==> src/inc/fpio_pkg.sv <==
package fpio_pkg;
  // Register map
  localparam logic [7:0] ADDR_PA_DATA = 8'he0;
  localparam logic [7:0] ADDR_PB_DATA = 8'he1;
  localparam logic [7:0] ADDR_PC_DATA = 8'he2;
  localparam logic [7:0] ADDR_PD_DATA = 8'he3;
  localparam logic [7:0] ADDR_PA_HI   = 8'he4;
  localparam logic [7:0] ADDR_PA_LO   = 8'he5;
  localparam logic [7:0] ADDR_PB_CTL  = 8'he6;
  localparam logic [7:0] ADDR_PC_HI   = 8'he7;
  localparam logic [7:0] ADDR_PC_LO   = 8'he8;
  localparam logic [7:0] ADDR_PD_HI   = 8'he9;
  localparam logic [7:0] ADDR_PD_LO   = 8'hea;
  localparam logic [7:0] ADDR_PA_IRQ  = 8'heb;
  localparam logic [7:0] RST_BYTE     = 8'h00;

  // Widths and pin positions
  localparam int PW        = 8;
  localparam int PB_W      = 3;
  localparam int IRQ_N     = 3;
  localparam int FLD_W     = 2;
  localparam int HALF      = 4;
  localparam int PIN_CAP   = 4;
  localparam int PIN_SCL   = 1;
  localparam int PIN_SDA   = 0;
  localparam int PIN_CSYNC = 7;
  localparam int AN_CH     = 4;
  localparam int IRQ_PEND  = 4;

  // Field codes per port
  localparam logic [1:0] PA_LO_IN   = 2'h0;
  localparam logic [1:0] PA_LO_RISE = 2'h1;
  localparam logic [1:0] PA_LO_FALL = 2'h2;
  localparam logic [1:0] PA_LO_PP   = 2'h3;
  localparam logic [1:0] PA_HI_IN   = 2'h0;
  localparam logic [1:0] PA_HI_ALT  = 2'h1;
  localparam logic [1:0] PA_HI_PP   = 2'h2;
  localparam logic [1:0] PA_HI_PP2  = 2'h3;
  localparam logic [1:0] PB_IN      = 2'h0;
  localparam logic [1:0] PB_PP      = 2'h1;
  localparam logic [1:0] PB_OD      = 2'h2;
  localparam logic [1:0] PB_ALT     = 2'h3;
  localparam logic [1:0] PC_IN      = 2'h0;
  localparam logic [1:0] PC_PP      = 2'h1;
  localparam logic [1:0] PC_PWM_PP  = 2'h2;
  localparam logic [1:0] PC_PWM_OD  = 2'h3;
  localparam logic [1:0] PD_IN      = 2'h0;
  localparam logic [1:0] PD_ALT     = 2'h1;
  localparam logic [1:0] PD_PP      = 2'h2;
  localparam logic [1:0] PD_OD      = 2'h3;

  typedef enum logic [1:0] {FPIO_DRV_OFF, FPIO_DRV_PP, FPIO_DRV_OD} fpio_drv_t;

  // Two-bit field of pin i in a {high, low} control pair
  function automatic logic [1:0] fld(input logic [15:0] c, input int unsigned i);
    return c[i*FLD_W +: FLD_W];
  endfunction

  // Driven pins read their latch, others the sampled pin
  function automatic logic [7:0] rd_mux(input logic [7:0] drv, lat, pin);
    return (drv & lat) | (~drv & pin);
  endfunction
endpackage

==> src/inc/fpio_ifs.sv <==
`timescale 1ns/100ps
interface fpio_pad_if #(parameter int W = 8);
  import fpio_pkg::*;
  logic      [W-1:0] val;
  fpio_drv_t         mode [W];
  logic      [W-1:0] pad;
  logic      [W-1:0] oe;
  modport core (output val, mode, input pad, oe);
  modport drv  (input val, mode, output pad, oe);
endinterface

interface fpio_irq_if;
  logic [2:0] lvl;
  logic [2:0] act;
  logic [2:0] rise;
  logic [2:0] en;
  logic       clr_we;
  logic [2:0] clr_data;
  logic [2:0] pend;
  logic [2:0] req;
  modport core (output lvl, act, rise, en, clr_we, clr_data, input pend, req);
  modport unit (input lvl, act, rise, en, clr_we, clr_data, output pend, req);
endinterface

==> src/verilog/fpio_irq_unit.sv <==
`timescale 1ns/100ps
module fpio_irq_unit
  import fpio_pkg::*;
(
  input wire logic clk_sys_i, // System clock
  input wire logic rst_i,     // Sync reset
  input wire logic ce_i,      // Clock enable
  fpio_irq_if.unit irq        // Edge config in, pending out
);
  logic [2:0] prev_d, prev_q, pend_d, pend_q, req_d, req_q, hit;
  logic       arm_q;

  always_comb begin
    prev_d = irq.lvl;
    // No edge before the first sample is held
    hit = {IRQ_N{arm_q}} & irq.act &
          ((irq.rise & irq.lvl & ~prev_q) | (~irq.rise & ~irq.lvl & prev_q));
    pend_d = pend_q;
    if (irq.clr_we)
      pend_d = pend_q & irq.clr_data;
    pend_d = pend_d | hit;
    req_d  = pend_d & irq.en & irq.act;
  end

  always_ff @(posedge clk_sys_i) begin
    if (rst_i) begin
      prev_q <= '0;
      pend_q <= '0;
      req_q  <= '0;
      arm_q  <= 1'b0;
    end else if (ce_i) begin
      prev_q <= prev_d;
      pend_q <= pend_d;
      req_q  <= req_d;
      arm_q  <= 1'b1;
    end
  end

  assign irq.pend = pend_q;
  assign irq.req  = req_q;
endmodule

==> src/verilog/fpio_pad_drv.sv <==
`timescale 1ns/100ps
module fpio_pad_drv
  import fpio_pkg::*;
#(parameter int W = 8)
(
  input wire logic clk_sys_i, // System clock
  input wire logic rst_i,     // Sync reset
  input wire logic ce_i,      // Clock enable
  fpio_pad_if.drv  pad        // Pin modes in, drive out
);
  logic [W-1:0] out_d, out_q, oe_d, oe_q;

  always_comb begin
    for (int i = 0; i < W; i++) begin
      out_d[i] = 1'b0;
      oe_d[i]  = 1'b0;
      unique case (pad.mode[i])
        FPIO_DRV_OFF: ;
        FPIO_DRV_PP: begin
          out_d[i] = pad.val[i];
          oe_d[i]  = 1'b1;
        end
        // Open drain only ever pulls low
        FPIO_DRV_OD: oe_d[i] = ~pad.val[i];
      endcase
    end
  end

  always_ff @(posedge clk_sys_i) begin
    if (rst_i) begin
      out_q <= '0;
      oe_q  <= '0;
    end else if (ce_i) begin
      out_q <= out_d;
      oe_q  <= oe_d;
    end
  end

  assign pad.pad = out_q;
  assign pad.oe  = oe_q;
endmodule

==> src/verilog/fpio_port_block.sv <==
`timescale 1ns/100ps
module fpio_port_block
  import fpio_pkg::*;
(
  input  wire logic            clk_sys_i,            // 250 MHz system clock
  input  wire logic            rst_i,                // Sync reset, active high
  input  wire logic            ce_i,                 // Clock enable, freezes state
  input  wire logic [7:0]      reg_addr_i,           // Register address
  input  wire logic            reg_wr_i,             // Write strobe
  input  wire logic            reg_rd_i,             // Read strobe
  input  wire logic [7:0]      reg_wdata_i,          // Write data
  output logic      [7:0]      reg_rdata_o,          // Read data, next cycle
  input  wire logic [PW-1:0]   pa_pin_i,             // Port A pin levels
  output logic      [PW-1:0]   pa_pin_o,             // Port A drive value
  output logic      [PW-1:0]   pa_pin_oe_o,          // Port A drive enable
  input  wire logic [PB_W-1:0] pb_pin_i,             // Port B pin levels
  output logic      [PB_W-1:0] pb_pin_o,             // Port B drive value
  output logic      [PB_W-1:0] pb_pin_oe_o,          // Port B drive enable
  input  wire logic [PW-1:0]   pc_pin_i,             // Port C pin levels
  output logic      [PW-1:0]   pc_pin_o,             // Port C drive value
  output logic      [PW-1:0]   pc_pin_oe_o,          // Port C drive enable
  input  wire logic [PW-1:0]   pd_pin_i,             // Port D pin levels
  output logic      [PW-1:0]   pd_pin_o,             // Port D drive value
  output logic      [PW-1:0]   pd_pin_oe_o,          // Port D drive enable
  output logic      [PW-1:0]   pd_pullup_o,          // Port D pull-up enable
  output logic      [AN_CH-1:0] analog_in_channels_o, // Analog input select
  output logic                 ext_irq_zero_o,       // Edge interrupt 0
  output logic                 ext_irq_one_o,        // Edge interrupt 1
  output logic                 ext_irq_two_o,        // Edge interrupt 2
  output logic                 timer_a_capture_in_o, // Timer capture input
  input  wire logic            scl_drive_low_i,      // Two-wire clock pull
  input  wire logic            sda_drive_low_i,      // Two-wire data pull
  output logic                 scl_in_o,             // Two-wire clock seen
  output logic                 sda_in_o,             // Two-wire data seen
  input  wire logic [PW-1:0]   pwm_i,                // PWM channel levels
  output logic                 csync_in_o            // Composite sync seen
);
  // Register group
  logic [PW-1:0]    pa_data_d, pa_data_q, pc_data_d, pc_data_q, pd_data_d, pd_data_q;
  logic [PB_W-1:0]  pb_data_d, pb_data_q;
  logic [7:0]       pa_hi_d, pa_hi_q, pa_lo_d, pa_lo_q, pc_hi_d, pc_hi_q;
  logic [7:0]       pc_lo_d, pc_lo_q, pd_hi_d, pd_hi_q, pd_lo_d, pd_lo_q;
  logic [2*PB_W-1:0] pb_ctl_d, pb_ctl_q;
  logic [IRQ_N-1:0] irq_en_d, irq_en_q;
  logic [7:0]       rdata_d, rdata_q;
  // Pin group
  logic [PW-1:0]    pa_pin_q, pc_pin_q, pd_pin_q;
  logic [PB_W-1:0]  pb_pin_q;
  logic             cap_d, cap_q, scl_d, scl_q, sda_d, sda_q, cs_d, cs_q;
  logic [AN_CH-1:0] an_d, an_q;
  logic [PW-1:0]    pull_d, pull_q;
  // Pin function decode
  logic [15:0]      pa_ctl, pc_ctl, pd_ctl;
  logic [PW-1:0]    pa_drv, pc_drv, pd_drv, pd_an;
  logic [7:0]       pb_drv;
  logic [1:0]       f;

  fpio_pad_if #(.W(PW))   pa_if ();
  fpio_pad_if #(.W(PB_W)) pb_if ();
  fpio_pad_if #(.W(PW))   pc_if ();
  fpio_pad_if #(.W(PW))   pd_if ();
  fpio_irq_if             irq_if ();

  assign pa_ctl = {pa_hi_q, pa_lo_q};
  assign pc_ctl = {pc_hi_q, pc_lo_q};
  assign pd_ctl = {pd_hi_q, pd_lo_q};

  // Each pin's field picks its driver and value
  always_comb begin
    pa_drv = '0;
    pc_drv = '0;
    pd_drv = '0;
    pd_an  = '0;
    pb_drv = '0;
    pull_d = '0;
    an_d   = '0;
    f      = 2'h0;
    for (int i = 0; i < PW; i++) begin
      // Port A: low half push-pull, high half push-pull on either upper code
      f = fld(pa_ctl, i);
      pa_if.val[i]  = pa_data_q[i];
      pa_if.mode[i] = FPIO_DRV_OFF;
      if (i < HALF ? (f == PA_LO_PP) : (f == PA_HI_PP || f == PA_HI_PP2)) begin
        pa_if.mode[i] = FPIO_DRV_PP;
        pa_drv[i]     = 1'b1;
      end
      // Port C: plain source push-pull, PWM source push-pull or open drain
      f = fld(pc_ctl, i);
      pc_if.val[i]  = (f == PC_PP) ? pc_data_q[i] : pwm_i[i];
      pc_if.mode[i] = (f == PC_IN) ? FPIO_DRV_OFF : (f == PC_PWM_OD) ? FPIO_DRV_OD : FPIO_DRV_PP;
      pc_drv[i]     = (f == PC_PP);
      // Port D: alt code is analog on low pins, pull-up on high pins
      f = fld(pd_ctl, i);
      pd_if.val[i]  = pd_data_q[i];
      pd_if.mode[i] = (f == PD_PP) ? FPIO_DRV_PP : (f == PD_OD) ? FPIO_DRV_OD : FPIO_DRV_OFF;
      pd_drv[i]     = (f == PD_PP || f == PD_OD);
      if (f == PD_ALT) begin
        if (i < AN_CH) begin
          pd_an[i]                       = 1'b1;
          an_d[i[$clog2(AN_CH)-1:0]]     = 1'b1;
        end else begin
          pull_d[i] = 1'b1;
        end
      end
    end
    for (int i = 0; i < PB_W; i++) begin
      f = pb_ctl_q[i*FLD_W +: FLD_W];
      pb_if.val[i]  = pb_data_q[i];
      pb_if.mode[i] = (f == PB_PP) ? FPIO_DRV_PP : (f == PB_OD) ? FPIO_DRV_OD : FPIO_DRV_OFF;
      pb_drv[i]     = (f == PB_PP || f == PB_OD);
      if (f == PB_ALT && (i == PIN_SCL || i == PIN_SDA)) begin
        // Bus lines are released or pulled low by the two-wire master
        pb_if.mode[i] = FPIO_DRV_OD;
        pb_if.val[i]  = (i == PIN_SCL) ? ~scl_drive_low_i : ~sda_drive_low_i;
      end
    end
    cap_d = (fld(pa_ctl, PIN_CAP) == PA_HI_ALT) & pa_pin_q[PIN_CAP];
    scl_d = (pb_ctl_q[PIN_SCL*FLD_W +: FLD_W] == PB_ALT) ? pb_pin_q[PIN_SCL] : 1'b1;
    sda_d = (pb_ctl_q[PIN_SDA*FLD_W +: FLD_W] == PB_ALT) ? pb_pin_q[PIN_SDA] : 1'b1;
    cs_d  = (fld(pc_ctl, PIN_CSYNC) == PC_IN) & pc_pin_q[PIN_CSYNC];
  end

  // Edge interrupt hookup
  always_comb begin
    for (int i = 0; i < IRQ_N; i++) begin
      irq_if.act[i]  = (fld(pa_ctl, i) == PA_LO_RISE) || (fld(pa_ctl, i) == PA_LO_FALL);
      irq_if.rise[i] = (fld(pa_ctl, i) == PA_LO_RISE);
    end
    irq_if.lvl      = pa_pin_q[IRQ_N-1:0];
    irq_if.en       = irq_en_q;
    irq_if.clr_we   = reg_wr_i && (reg_addr_i == ADDR_PA_IRQ);
    irq_if.clr_data = reg_wdata_i[IRQ_PEND +: IRQ_N];
  end

  // Register writes and reads; no other access path exists
  always_comb begin
    pa_data_d = pa_data_q;
    pb_data_d = pb_data_q;
    pc_data_d = pc_data_q;
    pd_data_d = pd_data_q;
    pa_hi_d   = pa_hi_q;
    pa_lo_d   = pa_lo_q;
    pb_ctl_d  = pb_ctl_q;
    pc_hi_d   = pc_hi_q;
    pc_lo_d   = pc_lo_q;
    pd_hi_d   = pd_hi_q;
    pd_lo_d   = pd_lo_q;
    irq_en_d  = irq_en_q;
    rdata_d   = rdata_q;
    if (reg_wr_i) begin
      unique case (reg_addr_i)
        ADDR_PA_DATA: pa_data_d = reg_wdata_i;
        ADDR_PB_DATA: pb_data_d = reg_wdata_i[PB_W-1:0];
        ADDR_PC_DATA: pc_data_d = reg_wdata_i;
        ADDR_PD_DATA: pd_data_d = reg_wdata_i;
        ADDR_PA_HI:   pa_hi_d   = reg_wdata_i;
        ADDR_PA_LO:   pa_lo_d   = reg_wdata_i;
        ADDR_PB_CTL:  pb_ctl_d  = reg_wdata_i[2*PB_W-1:0];
        ADDR_PC_HI:   pc_hi_d   = reg_wdata_i;
        ADDR_PC_LO:   pc_lo_d   = reg_wdata_i;
        ADDR_PD_HI:   pd_hi_d   = reg_wdata_i;
        ADDR_PD_LO:   pd_lo_d   = reg_wdata_i;
        ADDR_PA_IRQ:  irq_en_d  = reg_wdata_i[IRQ_N-1:0];
        default: ;
      endcase
    end
    if (reg_rd_i) begin
      unique case (reg_addr_i)
        ADDR_PA_DATA: rdata_d = rd_mux(pa_drv, pa_data_q, pa_pin_q);
        ADDR_PB_DATA: rdata_d = rd_mux(pb_drv, 8'(pb_data_q), 8'(pb_pin_q));
        ADDR_PC_DATA: rdata_d = rd_mux(pc_drv, pc_data_q, pc_pin_q);
        ADDR_PD_DATA: rdata_d = rd_mux(pd_drv, pd_data_q, pd_pin_q & ~pd_an);
        ADDR_PA_HI:   rdata_d = pa_hi_q;
        ADDR_PA_LO:   rdata_d = pa_lo_q;
        ADDR_PB_CTL:  rdata_d = 8'(pb_ctl_q);
        ADDR_PC_HI:   rdata_d = pc_hi_q;
        ADDR_PC_LO:   rdata_d = pc_lo_q;
        ADDR_PD_HI:   rdata_d = pd_hi_q;
        ADDR_PD_LO:   rdata_d = pd_lo_q;
        ADDR_PA_IRQ:  rdata_d = 8'({irq_if.pend, 1'b0, irq_en_q} << 0);
        default:      rdata_d = RST_BYTE;
      endcase
    end
  end

  always_ff @(posedge clk_sys_i) begin
    if (rst_i) begin
      pa_data_q <= RST_BYTE;
      pb_data_q <= '0;
      pc_data_q <= RST_BYTE;
      pd_data_q <= RST_BYTE;
      pa_hi_q   <= RST_BYTE;
      pa_lo_q   <= RST_BYTE;
      pb_ctl_q  <= '0;
      pc_hi_q   <= RST_BYTE;
      pc_lo_q   <= RST_BYTE;
      pd_hi_q   <= RST_BYTE;
      pd_lo_q   <= RST_BYTE;
      irq_en_q  <= '0;
      rdata_q   <= RST_BYTE;
    end else if (ce_i) begin
      pa_data_q <= pa_data_d;
      pb_data_q <= pb_data_d;
      pc_data_q <= pc_data_d;
      pd_data_q <= pd_data_d;
      pa_hi_q   <= pa_hi_d;
      pa_lo_q   <= pa_lo_d;
      pb_ctl_q  <= pb_ctl_d;
      pc_hi_q   <= pc_hi_d;
      pc_lo_q   <= pc_lo_d;
      pd_hi_q   <= pd_hi_d;
      pd_lo_q   <= pd_lo_d;
      irq_en_q  <= irq_en_d;
      rdata_q   <= rdata_d;
    end
  end

  always_ff @(posedge clk_sys_i) begin
    if (rst_i) begin
      pa_pin_q <= '0;
      pb_pin_q <= '0;
      pc_pin_q <= '0;
      pd_pin_q <= '0;
      cap_q    <= 1'b0;
      scl_q    <= 1'b1;
      sda_q    <= 1'b1;
      cs_q     <= 1'b0;
      an_q     <= '0;
      pull_q   <= '0;
    end else if (ce_i) begin
      pa_pin_q <= pa_pin_i;
      pb_pin_q <= pb_pin_i;
      pc_pin_q <= pc_pin_i;
      pd_pin_q <= pd_pin_i;
      cap_q    <= cap_d;
      scl_q    <= scl_d;
      sda_q    <= sda_d;
      cs_q     <= cs_d;
      an_q     <= an_d;
      pull_q   <= pull_d;
    end
  end

  fpio_pad_drv #(.W(PW))   u_pa (.clk_sys_i(clk_sys_i), .rst_i(rst_i), .ce_i(ce_i), .pad(pa_if.drv));
  fpio_pad_drv #(.W(PB_W)) u_pb (.clk_sys_i(clk_sys_i), .rst_i(rst_i), .ce_i(ce_i), .pad(pb_if.drv));
  fpio_pad_drv #(.W(PW))   u_pc (.clk_sys_i(clk_sys_i), .rst_i(rst_i), .ce_i(ce_i), .pad(pc_if.drv));
  fpio_pad_drv #(.W(PW))   u_pd (.clk_sys_i(clk_sys_i), .rst_i(rst_i), .ce_i(ce_i), .pad(pd_if.drv));
  fpio_irq_unit            u_irq (.clk_sys_i(clk_sys_i), .rst_i(rst_i), .ce_i(ce_i), .irq(irq_if.unit));

  assign pa_pin_o             = pa_if.pad;
  assign pa_pin_oe_o          = pa_if.oe;
  assign pb_pin_o             = pb_if.pad;
  assign pb_pin_oe_o          = pb_if.oe;
  assign pc_pin_o             = pc_if.pad;
  assign pc_pin_oe_o          = pc_if.oe;
  assign pd_pin_o             = pd_if.pad;
  assign pd_pin_oe_o          = pd_if.oe;
  assign pd_pullup_o          = pull_q;
  assign analog_in_channels_o = an_q;
  assign ext_irq_zero_o       = irq_if.req[0];
  assign ext_irq_one_o        = irq_if.req[1];
  assign ext_irq_two_o        = irq_if.req[2];
  assign timer_a_capture_in_o = cap_q;
  assign scl_in_o             = scl_q;
  assign sda_in_o             = sda_q;
  assign csync_in_o           = cs_q;
  assign reg_rdata_o          = rdata_q;
endmodule
==> config.mk <==
export PLATFORM = sky130hd
export DESIGN_NAME = fpio_port_block
export DESIGN_NICKNAME = d
export VERILOG_FILES = /design/src/inc/fpio_pkg.sv /design/src/inc/fpio_ifs.sv /design/src/verilog/fpio_irq_unit.sv /design/src/verilog/fpio_pad_drv.sv /design/src/verilog/fpio_port_block.sv
export SDC_FILE = /design/constraint.sdc
export NUM_CORES = 1
export LEC_CHECK = 0
export BUFFER_PORTS_ARGS = -buffer_cell sky130_fd_sc_hd__buf_2
export CAP_MARGIN = 15
export CORE_ASPECT_RATIO = 2
export CORE_MARGIN = 2
export CORE_UTILIZATION = 53
export CTS_CLUSTER_DIAMETER = 150
export DETAILED_ROUTE_END_ITERATION = 16
export PLACE_DENSITY_LB_ADDON = 0.15
export RECOVER_POWER = 25
export SKIP_LAST_GASP = 1
export SLEW_MARGIN = 20
export SYNTH_ARGS = -nofsm -noshare
export SYNTH_HDL_FRONTEND = slang
export SYNTH_HIERARCHICAL = 1
export SYNTH_SLANG_ARGS = --single-unit
==> constraint.sdc <==
create_clock -name clk_sys_i -period 2 [get_ports clk_sys_i]
set_clock_uncertainty 0.2 [all_clocks]
set_input_delay 0.5 -clock clk_sys_i [delete_from_list [all_inputs] [get_ports clk_sys_i]]
set_output_delay 0.5 -clock clk_sys_i [all_outputs]
set_load 0.005 [all_outputs]
==> results.cfg <==
[synth]
synth_top_cell_area_share_pct = 37.1
yosys_register_bits = 195
netlist_instances = 1199
yosysUniqueCellTypes = 72
ys.warnings.count = 6
synth.top_cells.by_area = sky130_fd_sc_hd__dfxtp_1, sky130_fd_sc_hd__mux2i_1, sky130_fd_sc_hd__ha_1, sky130_fd_sc_hd__a21oi_1, sky130_fd_sc_hd__nand2b_1
synthArstFlopShare_pct = 0
synth_ff_type = sky130_fd_sc_hd__dfxtp_1
biggest_area_consumer_among_synthesized_cells = sky130_fd_sc_hd__dfxtp_1
synth_edf_count = 0
syn-mean-instance-area_um2 = 8.78
yosysSeqAreaShare_pct = 37.1
syn-cell-area_um2 = 10500

[worst_setup_path]
timing.critical_path.from = pb_ctl_q[4]$_SDFFE_PP0P_
timing.critical_path.slowest_cell_delay_ns = 0.32
worst_r2r_path_depth = 7
kind_of_start_point_of_the_critical_path = flop
worst-path-max-fanout = 2
setup.worst_path.class = flop to flop
worst-path-buf-inv = 2
cp.depth = 7
r2r_start = pb_ctl_q[4]$_SDFFE_PP0P_
wp_data_required_ns = 2.12
critPathArrivalTime_ns = 2.09
critical-path-top-delay-family = compound AO/OA/AOI/OAI gates
ff2ff_setup_slack_ns = 0.03
critical_path.slowest_cell = sky130_fd_sc_hd__dfxtp_2
crit_path_cell_trace = inv_1 > ha_4 > mux2i_4 > a2111oi_4 > buf_4 > a2111oi_2 > a221oi_1
reg2reg_to = reg_rdata_o[2]$_SDFFE_PP0P_
worst_setup_path_end_kind = flop

[worst_hold_path]
hold_start = pa_pin_i[0]
min_path_cells = 3
worstHoldPathType = input pin to flop
min_to = pa_pin_q[0]$_SDFFE_PP0P_

[job]
timing.max_cap.violations = 0

[cts]
clk_path_buf_depth = 2
postCtsSetupBuffers = 0
tritoncts_clock_tree = built
ctsHoldBuffers = 0
clock_network_latency_to_the_later_pin_of_the_worst_skew_pair_ns = 0.45
h_tree_depth = 4
cts-root-buf = sky130_fd_sc_hd__clkbuf_16
cts.sinks = 195
numCtsBuffers = 17
clk_pin_slew_worst_paths_ns = 0.07

[drt]
routed_wire_length_per_instance_um = 18.9
routed_wire_length_um = 31900
post_route_drc = 0
drt-initial-drc-count = 423
routed-via-count = 9182
drt.antenna.violating_nets = 0
detail_route.vias_per_cell = 5.46
drt_first_pass_iters = 5

[place]
pre_cts_ws_ns = -0.504
dp_hpwl_um = 24500
io_buffers = 134
gp_routability_congestion = 0.994

[floorplan]
die_width_um = 104
floorplan.die_area_um2 = 21100
dieHeight_um = 203
rows = 72
ioPinCount = 139
coreArea_um2 = 19400
initial_utilization_pct = 54.3

[grt]
overflow = 0
met3_usage_pct = 5.02
number_of_global_route_vias_before_repair = 9028
grt_util_met2_pct = 56.4
global_route.peak_usage_layer = met2
maximum_number_of_pins_on_one_net_before_global_route_repair = 98
number_of_antenna_violations_at_the_first_check_in_global_routing = 0
global_route_wire_length_before_repair_um = 49000
grt.total_usage_pct = 30.3
met1_track_demand_over_resource_in_global_routing_pct = 31.5

[pwr]
switching_share_pct = 23.8
power_frac_seq_pct = 48.2
comb_power_share_pct = 7.9
powerDensity_nw_per_um2 = 635
static-leakage-power_nw = 5.52
irDropWorstVdd_mv = 0.513
power.net_switching_mw = 1.96
cellInternalPower_mw = 6.26
clock_network_fraction_of_design_power_pct = 43.9

[sta]
timing.fmax_mhz = 508
timing.final.max_slew_violations = 0
worst_hold_slack_ns = 0.0833
slew-limit-headroom_pct = 39.8
max_slew.worst_pin.slew_ns = 0.902
rsz0062_at_grt = true
min_period_over_period_pct = 98.4
final_critical_delay_including_setup_and_external_delays_ns = 1.97
total_setup_violations_reported_at_the_end_of_the_flow = 0
timing.final.hold_violations = 0
setup_ws_ns = 0.0313

[finish]
antennaDiodeCount = 0
nets = 1553
layout.filler_cells = 1657
proportion_of_layout_cells_with_a_drive_suffix_above_1_pct = 23.5
layout_area_overhead_pct = 23.0

[outcome]
outcome = completed
[per-stage QoR]
stage | std cells | utilization [%] | setup TNS (ns) | cell area [um^2] | power, mW
floorplan | 1218 | - | -0.173 | 10600 | 4.39
global placement | 1651 | 63.3 | -13.51 | 12300 | 4.68
detailed placement | 1651 | 63.3 | -14.82 | 12300 | 4.69
CTS | 1683 | 66.6 | 0 | 12900 | 8.28
global route | 1682 | 66.8 | -0.0510 | 12900 | 8.47
finish | 1682 | 66.8 | 0 | 12900 | 8.22
[worst reg2reg max path: stages (launching register included)]
cell and delay [ns]:
sky130_fd_sc_hd__dfxtp_2 0.32, sky130_fd_sc_hd__inv_1 0.06, sky130_fd_sc_hd__ha_4 0.28, sky130_fd_sc_hd__mux2i_4 0.31, sky130_fd_sc_hd__a2111oi_4 0.12, sky130_fd_sc_hd__buf_4 0.15
sky130_fd_sc_hd__a2111oi_2 0.28, sky130_fd_sc_hd__a221oi_1 0.12
[power by group through the flow]
stage	logic [mW]	registers [mW]	clock network [mW]
global route	0.696	3.96	3.81
floorplan	0.360	4.03	0
CTS	0.641	3.96	3.68
finish	0.648	3.96	3.61
global placement	0.634	4.05	0
detailed placement	0.638	4.05	0
[cell type report]
class                           count  area, um^2  share of cell area (%)
Inverter                           85         320                    2.47
Timing Repair Buffer              252        1680                    13.0
Multi-Input combinational cell    859        6090                    47.1
Clock inverter                     11         149                    1.15
Clock buffer                       21         470                    3.63
Sequential cell                   195        3910                    30.2
Tap cell                          259         324                    2.50
[worst max-delay path by stage]
stage / endpoint / slack, ns
after global routing: reg_rdata_o[2]$_SDFFE_PP0P_ / -0.05
after CTS: reg_rdata_o[2]$_SDFFE_PP0P_ / 0.007
after floorplan: pc_hi_q[3]$_SDFFE_PP0P_ / -0.02
after global placement: reg_rdata_o[6]$_SDFFE_PP0P_ / -0.55
final: reg_rdata_o[2]$_SDFFE_PP0P_ / 0.03
after detailed placement: reg_rdata_o[6]$_SDFFE_PP0P_ / -0.50
[cell families after synthesis]
kind of cell / count (synthesis) / synth area share (%)
compound gates: 212 / 12.0
fa+ha+maj: 85 / 10.1
buf+inv: 164 / 6.81
flops: 195 / 37.1
mux: 125 / 12.3
other cells: 1 / 0.0356
simple gates: 417 / 21.6
[layout by cell type, fill, tap and decap left out, types with 10 or more instances in the layout]
cell	Yosys	layout
sky130_fd_sc_hd__clkbuf_16	0	17
sky130_fd_sc_hd__buf_2	18	132
sky130_fd_sc_hd__dfxtp_1	195	191
sky130_fd_sc_hd__mux2i_1	111	107
sky130_fd_sc_hd__a22oi_1	10	10
sky130_fd_sc_hd__nand3b_1	10	10
sky130_fd_sc_hd__buf_12	0	10
sky130_fd_sc_hd__o21ai_0	21	22
sky130_fd_sc_hd__inv_1	83	82
sky130_fd_sc_hd__nand3_1	60	60
sky130_fd_sc_hd__nor2b_1	49	49
sky130_fd_sc_hd__conb_1	1	20
sky130_fd_sc_hd__a21oi_1	102	102
sky130_fd_sc_hd__ha_1	85	83
sky130_fd_sc_hd__nand2b_1	67	67
sky130_fd_sc_hd__mux2_2	12	11
sky130_fd_sc_hd__nor2_1	110	110
sky130_fd_sc_hd__and2b_1	20	20
sky130_fd_sc_hd__o21ai_1	21	20
sky130_fd_sc_hd__buf_4	11	102
sky130_fd_sc_hd__nand2_1	48	48
[synthesized netlist by cell type (3+ instances only)]
cell type                   instances
sky130_fd_sc_hd__mux2_2            12
sky130_fd_sc_hd__clkbuf_1          41
sky130_fd_sc_hd__nor2_1           110
sky130_fd_sc_hd__and3_1             3
sky130_fd_sc_hd__nand3b_1          10
sky130_fd_sc_hd__or2_2              3
sky130_fd_sc_hd__inv_1             83
sky130_fd_sc_hd__nand2b_1          67
sky130_fd_sc_hd__and3b_1            5
sky130_fd_sc_hd__buf_4             11
sky130_fd_sc_hd__ha_1              85
sky130_fd_sc_hd__nor2b_1           49
sky130_fd_sc_hd__a32oi_1            3
sky130_fd_sc_hd__nor3_1             3
sky130_fd_sc_hd__o22ai_1           10
sky130_fd_sc_hd__nand2_1           48
sky130_fd_sc_hd__a22o_1             3
sky130_fd_sc_hd__nor3_4             3
sky130_fd_sc_hd__mux2i_1          111
sky130_fd_sc_hd__o2111ai_1          4
sky130_fd_sc_hd__and2_1            10
sky130_fd_sc_hd__nor3b_1            4
sky130_fd_sc_hd__a221oi_1           5
sky130_fd_sc_hd__dfxtp_1          195
sky130_fd_sc_hd__and2b_1           20
sky130_fd_sc_hd__nand3_1           60
sky130_fd_sc_hd__buf_6              5
sky130_fd_sc_hd__a22oi_1           10
sky130_fd_sc_hd__buf_2             18
sky130_fd_sc_hd__a21oi_1          102
sky130_fd_sc_hd__buf_1              4
sky130_fd_sc_hd__o21ai_0           21
sky130_fd_sc_hd__a211oi_1           7
sky130_fd_sc_hd__o21ai_1           21
sky130_fd_sc_hd__o211ai_1           5
[timing repair]
action	in CTS	in global routing
pin swaps	2	3
endpoints found under the setup margin	3	4
resized for setup	7	13
cloned	0	0
[metal layers]
| metal | up-vias | share of wire (%) |
|---|---|---|
| met3 | 88 | 4.1 |
| li1 | 4469 | - |
| met1 | 4358 | 37 |
| met4 | 0 | 6.4 |
| met2 | 267 | 53 |
| met5 | - | 0 |
Power figures use the tool's default switching activity.
